`src/core/ndw_pkg.sv`:
```
// Package for the downstream window setup register bank: offsets, fields, types
package ndw_pkg;

    localparam int ADDR_W = 12;

    // ************************************************
    // Register offsets
    // ************************************************
    localparam logic [ADDR_W-1:0] OFF_W2_TBASE = 12'h008;
    localparam logic [ADDR_W-1:0] OFF_W2_SETUP = 12'h00C;
    localparam logic [ADDR_W-1:0] OFF_W3_TBASE = 12'h010;
    localparam logic [ADDR_W-1:0] OFF_W3_SETUP = 12'h014;
    localparam logic [ADDR_W-1:0] OFF_W3_UPPER = 12'h018;
    localparam logic [ADDR_W-1:0] OFF_RSVD_LO = 12'h01C;
    localparam logic [ADDR_W-1:0] OFF_RSVD_HI = 12'h030;

    // ************************************************
    // Field positions and write masks
    // ************************************************
    localparam int TYPE_BIT = 0;
    localparam int ATYPE_LSB = 1;
    localparam int ATYPE_MSB = 2;
    localparam int PREF_BIT = 3;
    localparam int SIZE_LSB = 12;
    localparam int SIZE_MSB = 30;
    localparam int EN_BIT = 31;
    localparam logic [1:0] ATYPE_32 = 2'h0;
    localparam logic [1:0] ATYPE_64 = 2'h1;
    localparam logic [31:0] SETUP_INIT_WMASK = 32'hFFFFF00E;
    localparam logic [31:0] TBASE_WMASK = 32'hFFFFF000;
    localparam logic [31:0] UPPER_WMASK = 32'hFFFFFFFF;

    // ************************************************
    // Reset values
    // ************************************************
    localparam logic [31:0] RST_TBASE = 32'h00000000;
    localparam logic [31:0] RST_SETUP = 32'h00000000;
    localparam logic [31:0] RST_UPPER = 32'h00000000;

    // ************************************************
    // Carriers
    // ************************************************
    typedef struct packed {
        logic valid;
        logic write;
        logic [ADDR_W-1:0] addr;
        logic [3:0] be;
        logic [31:0] wdata;
    } ndw_req_t;

    typedef struct packed {
        logic ack;
        logic [31:0] rdata;
    } ndw_resp_t;

    typedef struct packed {
        logic valid;
        logic win3;
        logic [31:0] addr;
    } ndw_xlt_req_t;

    typedef struct packed {
        logic valid;
        logic hit_en;
        logic [31:0] addr;
    } ndw_xlt_resp_t;

endpackage : ndw_pkg

```
`src/core/ndw_down_win.sv`:
```
// Downstream window 2/3 setup and translated base registers with address translation
//
// Operation
// Bit 0 of every downstream window setup register reads as zero, asking for memory space; the window 3 upper setup has bit 0 bus-writable instead.
// Setup bits 2:1 give the address width, 00 for 32-bit and 01 for 64-bit, reset 00.
// Setup bits 30:12 mark which base address bits are writable, setting the size, reset 0.
// Setup bit 31 enables the window base address register, reset 0.
// Window 3 translated base bits 31:12 are writable and hold the replacement base, reset 0.
// The window 3 setup size mask decides how many translated base bits are used.
// The window 3 upper setup holds a bus-writable size mask for the upper base, reset 0.
// The window 3 upper setup bit 31 is a writable 64-bit base enable, reset 0.
// Offsets 01Ch to 030h hold nothing, read zero, and writes there do nothing.
// Both the primary and the secondary port can reach the registers.
// Window 2 translated base bits 31:12 replace the bits selected by its size mask.
// A hit swaps the masked upper address bits for the base and keeps the offset bits.
// Bus read-only setup fields can still be loaded through the initialization path.
`timescale 1ns/1ns
module ndw_down_win
    import ndw_pkg::*;
(
    input wire logic REF_CLK,
    input wire logic RST,
    input wire logic CE,
    input wire ndw_req_t P_REQ,
    output logic P_READY,
    output ndw_resp_t P_RESP,
    input wire ndw_req_t S_REQ,
    output logic S_READY,
    output ndw_resp_t S_RESP,
    input wire logic INIT_WE,
    input wire logic [ADDR_W-1:0] INIT_ADDR,
    input wire logic [31:0] INIT_DATA,
    input wire ndw_xlt_req_t XLT_REQ,
    output ndw_xlt_resp_t XLT_RESP,
    output logic [31:0] W2_SETUP,
    output logic [31:0] W3_SETUP,
    output logic [31:0] W3_UPPER_SETUP
);

    // ************************************************
    // Port arbitration
    // ************************************************
    // Primary always wins a tie; the secondary waits for as long as the primary stays valid.
    // Secondary ready is combinational, so a waiting request goes in as soon as the primary drops.
    logic take_p;
    logic take_s;
    ndw_req_t req;
    logic acc;
    logic wr;
    logic [31:0] be_mask;

    assign take_p = P_REQ.valid;
    assign take_s = S_REQ.valid && !P_REQ.valid;
    assign P_READY = 1'b1;
    assign S_READY = !P_REQ.valid;
    assign req = take_p ? P_REQ : S_REQ;
    assign acc = CE && (take_p || take_s);
    assign wr = acc && req.write;

    genvar gi;
    generate
        for (gi = 0; gi < 4; gi++) begin : g_be
            assign be_mask[8*gi +: 8] = {8{req.be[gi]}};
        end
    endgenerate

    // ************************************************
    // Address decode
    // ************************************************
    logic sel_w2_tbase;
    logic sel_w2_setup;
    logic sel_w3_tbase;
    logic sel_w3_setup;
    logic sel_w3_upper;
    logic sel_rsvd;

    // The reserved range decode only feeds the checks; the read mux defaults to zero.
    assign sel_w2_tbase = req.addr == OFF_W2_TBASE;
    assign sel_w2_setup = req.addr == OFF_W2_SETUP;
    assign sel_w3_tbase = req.addr == OFF_W3_TBASE;
    assign sel_w3_setup = req.addr == OFF_W3_SETUP;
    assign sel_w3_upper = req.addr == OFF_W3_UPPER;
    assign sel_rsvd = (req.addr >= OFF_RSVD_LO) && (req.addr <= OFF_RSVD_HI);

    // ************************************************
    // Register storage and next values
    // ************************************************
    logic [31:0] win2_tbase;
    logic [31:0] win2_setup;
    logic [31:0] win3_tbase;
    logic [31:0] win3_setup;
    logic [31:0] win3_upper;
    logic [31:0] next_win2_tbase;
    logic [31:0] next_win2_setup;
    logic [31:0] next_win3_tbase;
    logic [31:0] next_win3_setup;
    logic [31:0] next_win3_upper;
    logic [31:0] bus_tmask;
    logic [31:0] bus_umask;

    function automatic logic [31:0] merge(input logic [31:0] old_v, input logic [31:0] new_v,
                                          input logic [31:0] m);
        merge = (old_v & ~m) | (new_v & m);
    endfunction : merge

    assign bus_tmask = TBASE_WMASK & be_mask;
    assign bus_umask = UPPER_WMASK & be_mask;

    // The loader has priority over a bus write landing in the same cycle.
    // The window 2 and 3 setup registers take no bus write at all; only the loader fills them.
    assign next_win2_setup = (INIT_WE && INIT_ADDR == OFF_W2_SETUP) ?
        merge(win2_setup, INIT_DATA, SETUP_INIT_WMASK) : win2_setup;
    assign next_win3_setup = (INIT_WE && INIT_ADDR == OFF_W3_SETUP) ?
        merge(win3_setup, INIT_DATA, SETUP_INIT_WMASK) : win3_setup;
    assign next_win2_tbase = (INIT_WE && INIT_ADDR == OFF_W2_TBASE) ?
        merge(win2_tbase, INIT_DATA, TBASE_WMASK) :
        (wr && sel_w2_tbase) ? merge(win2_tbase, req.wdata, bus_tmask) : win2_tbase;
    assign next_win3_tbase = (INIT_WE && INIT_ADDR == OFF_W3_TBASE) ?
        merge(win3_tbase, INIT_DATA, TBASE_WMASK) :
        (wr && sel_w3_tbase) ? merge(win3_tbase, req.wdata, bus_tmask) : win3_tbase;
    assign next_win3_upper = (INIT_WE && INIT_ADDR == OFF_W3_UPPER) ?
        merge(win3_upper, INIT_DATA, UPPER_WMASK) :
        (wr && sel_w3_upper) ? merge(win3_upper, req.wdata, bus_umask) : win3_upper;

    always_ff @(posedge REF_CLK or posedge RST) begin
        if (RST) begin
            win2_tbase <= RST_TBASE;
            win2_setup <= RST_SETUP;
            win3_tbase <= RST_TBASE;
            win3_setup <= RST_SETUP;
            win3_upper <= RST_UPPER;
        end else if (CE) begin
            win2_tbase <= next_win2_tbase;
            win2_setup <= next_win2_setup;
            win3_tbase <= next_win3_tbase;
            win3_setup <= next_win3_setup;
            win3_upper <= next_win3_upper;
        end
    end

    // ************************************************
    // Read data and answers
    // ************************************************
    logic [31:0] rd_mux;

    // Unmapped and reserved offsets read zero and ignore writes.
    always_comb begin
        if (sel_w2_tbase) begin
            rd_mux = win2_tbase;
        end else if (sel_w2_setup) begin
            rd_mux = win2_setup;
        end else if (sel_w3_tbase) begin
            rd_mux = win3_tbase;
        end else if (sel_w3_setup) begin
            rd_mux = win3_setup;
        end else if (sel_w3_upper) begin
            rd_mux = win3_upper;
        end else begin
            rd_mux = 32'h00000000;
        end
    end

    // Read data is registered on every enabled cycle, so it only means something with an ack.
    logic p_ack;
    logic s_ack;
    logic [31:0] rdata;

    always_ff @(posedge REF_CLK or posedge RST) begin
        if (RST) begin
            p_ack <= 1'b0;
            s_ack <= 1'b0;
            rdata <= 32'h00000000;
        end else if (CE) begin
            p_ack <= take_p;
            s_ack <= take_s;
            rdata <= rd_mux;
        end
    end

    assign P_RESP = '{ack: p_ack, rdata: rdata};
    assign S_RESP = '{ack: s_ack, rdata: rdata};
    assign W2_SETUP = win2_setup;
    assign W3_SETUP = win3_setup;
    assign W3_UPPER_SETUP = win3_upper;

    // ************************************************
    // Address translation
    // ************************************************
    // Bit 31 is always base; bits 30:12 follow the size mask; 11:0 is offset.
    // Only 32-bit translation lives here; the upper setup is stored for the 64-bit path.
    logic [31:0] mask2;
    logic [31:0] mask3;
    logic [31:0] sel_mask;
    logic [31:0] sel_tbase;
    logic sel_en;
    logic [31:0] xlt_addr;
    logic xlt_valid;
    logic xlt_hit;

    assign mask2 = {1'b1, win2_setup[SIZE_MSB:SIZE_LSB], 12'h000};
    assign mask3 = {1'b1, win3_setup[SIZE_MSB:SIZE_LSB], 12'h000};
    assign sel_mask = XLT_REQ.win3 ? mask3 : mask2;
    assign sel_tbase = XLT_REQ.win3 ? win3_tbase : win2_tbase;
    assign sel_en = XLT_REQ.win3 ? win3_setup[EN_BIT] : win2_setup[EN_BIT];

    always_ff @(posedge REF_CLK or posedge RST) begin
        if (RST) begin
            xlt_valid <= 1'b0;
            xlt_hit <= 1'b0;
            xlt_addr <= 32'h00000000;
        end else if (CE) begin
            xlt_valid <= XLT_REQ.valid;
            xlt_hit <= XLT_REQ.valid && sel_en;
            xlt_addr <= sel_en ? merge(XLT_REQ.addr, sel_tbase, sel_mask) : XLT_REQ.addr;
        end
    end

    assign XLT_RESP = '{valid: xlt_valid, hit_en: xlt_hit, addr: xlt_addr};
endmodule : ndw_down_win

```
`config.mk`:
```
export PLATFORM = sky130hd
export DESIGN_NAME = ndw_down_win
export DESIGN_NICKNAME = d
export VERILOG_FILES = /design/src/core/ndw_pkg.sv /design/src/core/ndw_down_win.sv
export SDC_FILE = /design/constraint.sdc
export NUM_CORES = 1
export LEC_CHECK = 0
export ABC_AREA = 1
export BUFFER_PORTS_ARGS = -buffer_cell sky130_fd_sc_hd__buf_2
export CORE_UTILIZATION = 45
export DETAILED_ROUTE_END_ITERATION = 8
export GPL_TIMING_DRIVEN = 0
export PLACE_DENSITY = 0.78
export REMOVE_ABC_BUFFERS = 1
export SLEW_MARGIN = 20
export SYNTH_ARGS = -nofsm -noshare
export SYNTH_HDL_FRONTEND = slang
export SYNTH_SLANG_ARGS = --single-unit
```
`constraint.sdc`:
```
create_clock -name REF_CLK -period 9.07 [get_ports REF_CLK]
set_input_delay 2.721 -clock REF_CLK [delete_from_list [all_inputs] [get_ports REF_CLK]]
set_output_delay 2.721 -clock REF_CLK [all_outputs]
set_load 0.01 [all_outputs]
```
# Word-level counts from Yosys, hierarchy flattened
# Index checks and enable logic that the tools add are counted.
# totals
input_bits	182
reg_bits	228
elab_cells	77
# classes
eq_ne	10
bitwise_logic	18
muxes	16
n_reduce_logical	22
# op_table
cell	n
$mux W32	13
$and A32 B32 Y32	7
$or A12 B32 Y32	4
$or A32 B32 Y32	4
$not A32 Y32	3
$eq A12 B5 Y1 const B	6
$mux W49	1
$eq A12 B4 Y1 const B	4
$mux W31	1
$logic_and A1 B1 Y1	12
$reduce_and A2 Y1	5
$reduce_bool A2 Y1	3
$logic_not A1 Y1	1
$logic_or A1 B1 Y1	1
$mux W1	1

# Depth between registers and ports, before layout
# logic_depth
ltp_word	8
mapped_depth	15

# Worst setup path after synthesis
# No wires, ideal clock.
# synth_timing
path_kind	input port to output port
startpoint	in P_REQ[49] (netlist bit)
endpoint	out S_READY
path_stages	4
t_arrival_ps	3365
n_path_buf	3
slack_ps	2984
path_cell_list	buf_4 inv_4 buf_6 clkbuf_1
# synth_via
elab_chain_cells	1
# synth_rtl
element	line	rtl
start: declaration	ndw_down_win.sv:24	input wire ndw_req_t P_REQ,
$logic_not A1 Y1	ndw_down_win.sv:55	assign S_READY = !P_REQ.valid;
end: declaration	ndw_down_win.sv:28	output logic S_READY,
# No other way between the ends.

==> qor.csv <==
stage;metric;value;unit
placed_design;gpl congestion;0.868;
critical_path;CP peak stage delay;1000;ps
clocking;CTS tree;built;
route;Post-Route M1 WL;16.5;mm
global_routing;Tot GR Track Use;0.305;
yosys;Yosys reg bits;186;
critical_path;nature of the critical path startpoint;primary input;
critical_path;Crit path required time;9380;ps
critical_path;Critical Path AT;7870;ps
hold_path;Hold Path Depth;2;
die;die width;160;um
yosys;Post-synth top cells;nand2_1 (724), dfrtp_1 (186), o21ai_0 (148);
sta;clock skew;11.0;ps
sta;final slew viol count;0;
route;TritonRoute pass-1 iters;5;
critical_path;Critical Path Sink Type;flop;
power_and_ir_drop;Max IR drop VDD;0.0000990;V
critical_path;CP delay by family, top;simple AND/OR/NAND/NOR gates;
route;met2 WL;18.8;mm
critical_path;r2r worst-path depth;6;
sta;Slew Limit Headroom;0.257;
critical_path;r2r startpoint;W2_SETUP[31]$_DFFE_PP0P_;
clocking;Post-CTS Resized;0;
critical_path;WS Path Type;in -> reg;
route;antenna-violating nets left;0;
clocking;# hold bufs at CTS;0;
yosys;Ys Warns;0;
placed_design;port buffer count;360;
yosys;syn_area_per_cell;6.78;um2
run;max_cap viols;0;
final_layout;# fillers;2388;
clocking;clk slew on worst S/H paths;80;ps
die;IO Count;380;
hold_path;worst hold endpoint;xlt_valid$_DFFE_PP0P_;
hold_path;Hold WC Path Type;reg -> reg;
global_routing;first-pass GRT wire length;60.7;mm
route;Routed wire per std cell;17.2;um
global_routing;GRT Residual Overflow;0;
power_and_ir_drop;PwrDens;138;mW/mm2
critical_path;Slowest-stage cell, CP;o21ai_4;
final_layout;nets;2099;
yosys;Mapped Cells;1658;
hold_path;Hold Startpoint;xlt_valid$_DFFE_PP0P_;
route;DRC;0;
clocking;CTS Buf Count;17;
clocking;clock sinks;186;
yosys;EDFF count, synth;0;
clocking;Clock Path Buffers;2;
sta;# setup viols final;0;
clocking;Setup Buffers After CTS;0;
sta;final hold vios;0;
die;num rows;57;
outcome;status;complete, no violations;
yosys;Yosys cell types;34;
critical_path;crit-path most repeated cell;nand2_1;
global_routing;initial antenna violation count;1;
placed_design;pre-CTS setup slack;1130;ps
sta;crit share post-route;0.833;
clocking;Clk Latency, worst-skew pair;430;ps
die;CORE AREA;0.0244;mm2
global_routing;largest net degree at the start of global routing;101;
route;DR WL met3;2.63;mm
sta;post-route minimum period;7560;ps
final_layout;layout cells sized above 1;0.225;
yosys;most frequent cell after synthesis;nand2_1;
power_and_ir_drop;final total power;1.88;mW
global_routing;number of global-route vias before repair;11400;
sta;Tightest Pin Transition;1110;ps
route;Via Count;12100;
critical_path;crit path buf inv count;3;
die;initial core utilization;0.461;
yosys;top_reg_cell synth;dfrtp_1;
yosys;Synth Cell Area;0.0112;mm2
die;die height;160;um
route;vias per inst;5.36;
route;Highest Signal Layer;met4;
power_and_ir_drop;Pleak;7.76;nW
die;die area;0.0256;mm2
critical_path;reg-to-reg critical path endpoint;xlt_addr[26]$_DFFE_PP0P_;
critical_path;reg2reg setup slack;7380;ps
sta;RSZ-0062 raised after global routing;no;
placed_design;DPL Wire Length;26.4;mm
critical_path;Crit Path Max Fanout;44;
yosys;post-synth top area cell;dfrtp_1;
sta;Peak Freq;0.132;GHz
critical_path;Critical Path, Cell by Cell;buf_2 -> inv_4 -> nor2_1 -> nand3_1 -> nand2_2 -> inv_2 -> nor2_8 -> nand2_1 -> o21ai_4 -> nand3_2 -> nand2_1 -> nand2_1;
final_layout;area grow syn2layout;21.6;%
route;Detailed Route Iter0 Violations;1039;
route;total wire length;38.9;mm
yosys;Synth async-reset ratio;1.00;
yosys;sequential-to-total area share from yosys stat;0.414;
yosys;top cells by area, synth;dfrtp_1 (41%), nand2_1 (24%), o21ai_0 (6.6%);
clocking;root buf cell;clkbuf_16;
yosys;top-area cell type share of the netlist area;0.414;
sta;Final WS setup;1510;ps
clocking;H-Tree Level Count;4;
## logic make-up after synthesis
group                  synth area share
AO/OA/AOI/OAI                     0.114
buffers and inverters             0.117
flip-flops                        0.414
multiplexers                    0.00356
other                          0.000668
AND/OR/NAND/NOR                   0.350
## per-stage QoR
step | area, um2 | hold slack (ps) | setup TNS [ps] | utilization | instances
floorplan | 10500 | 442 | 0 | - | 1528
global placement | 12700 | 449 | -170790 | 0.521 | 2212
detailed placement | 13000 | 454 | 0 | 0.533 | 2221
CTS | 13600 | 472 | 0 | 0.559 | 2253
global route | 13700 | 488 | 0 | 0.560 | 2255
finish | 13700 | 469 | 0 | 0.560 | 2255
## power breakdown
| part | leakage (nW) | switching [mW] | internal [mW] |
|---|---|---|---|
| sequential | 2.54 | 0.00804 | 0.843 |
| combinational | 4.93 | 0.153 | 0.0727 |
| clock | 0.300 | 0.364 | 0.440 |
| total | 7.76 | 0.524 | 1.36 |
## routing by layer
layer	GRT usage	vias up
met5	0	-
met4	0.117	0
met3	0.0330	91
met2	0.513	597
met1	0.403	5608
li1	-	5793
## layout make-up
cell class                 instances  area, um2  share of cell area
multi-input combinational       1203       5380               0.394
antenna                            1       2.50            0.000183
clock inverter                    12        153              0.0112
tap                              324        405              0.0297
sequential                       186       4650               0.341
clock buffer                      20        467              0.0342
timing repair buffer             370       2070               0.151
inverter                         139        537              0.0393
## worst max-delay path by stage
stage                                    end  startpoint  slack [ps]  depth (start not counted)
detailed placement                      flop   P_REQ[49]        1130                         12
CTS                                     flop   P_REQ[49]        1600                         12
finish                                  flop   P_REQ[49]        1510                         12
global placement    xlt_addr[16]$_DFFE_PP0P_         RST        -940                          2
floorplan           W2_SETUP[12]$_DFFE_PP0P_         RST        1290                          1
global route                            flop   P_REQ[49]        1180                         12
## worst register-to-register path, stage by stage, from the launching register on
cell and delay [ps]:
dfrtp_1 370, inv_1 80, o21ai_4 540, buf_16 260, o2111ai_1 130, nand2_1 110, o21ai_0 80
## placed cells by master, fill, tap and decap left out, drive strengths merged, types with 3 or more instances in the layout
cell | netlist | routed
clkbuf | 75 | 20
nor2 | 32 | 32
o21ai | 171 | 171
inv | 138 | 145
nand2 | 727 | 727
a21oi | 51 | 51
dfrtp | 186 | 186
o2111ai | 14 | 14
mux2i | 4 | 4
conb | 2 | 19
o21a | 3 | 3
nand4 | 85 | 85
or2 | 3 | 3
buf | 72 | 370
nand3 | 74 | 74
nor3 | 16 | 16
Power figures use the tool's default switching activity.
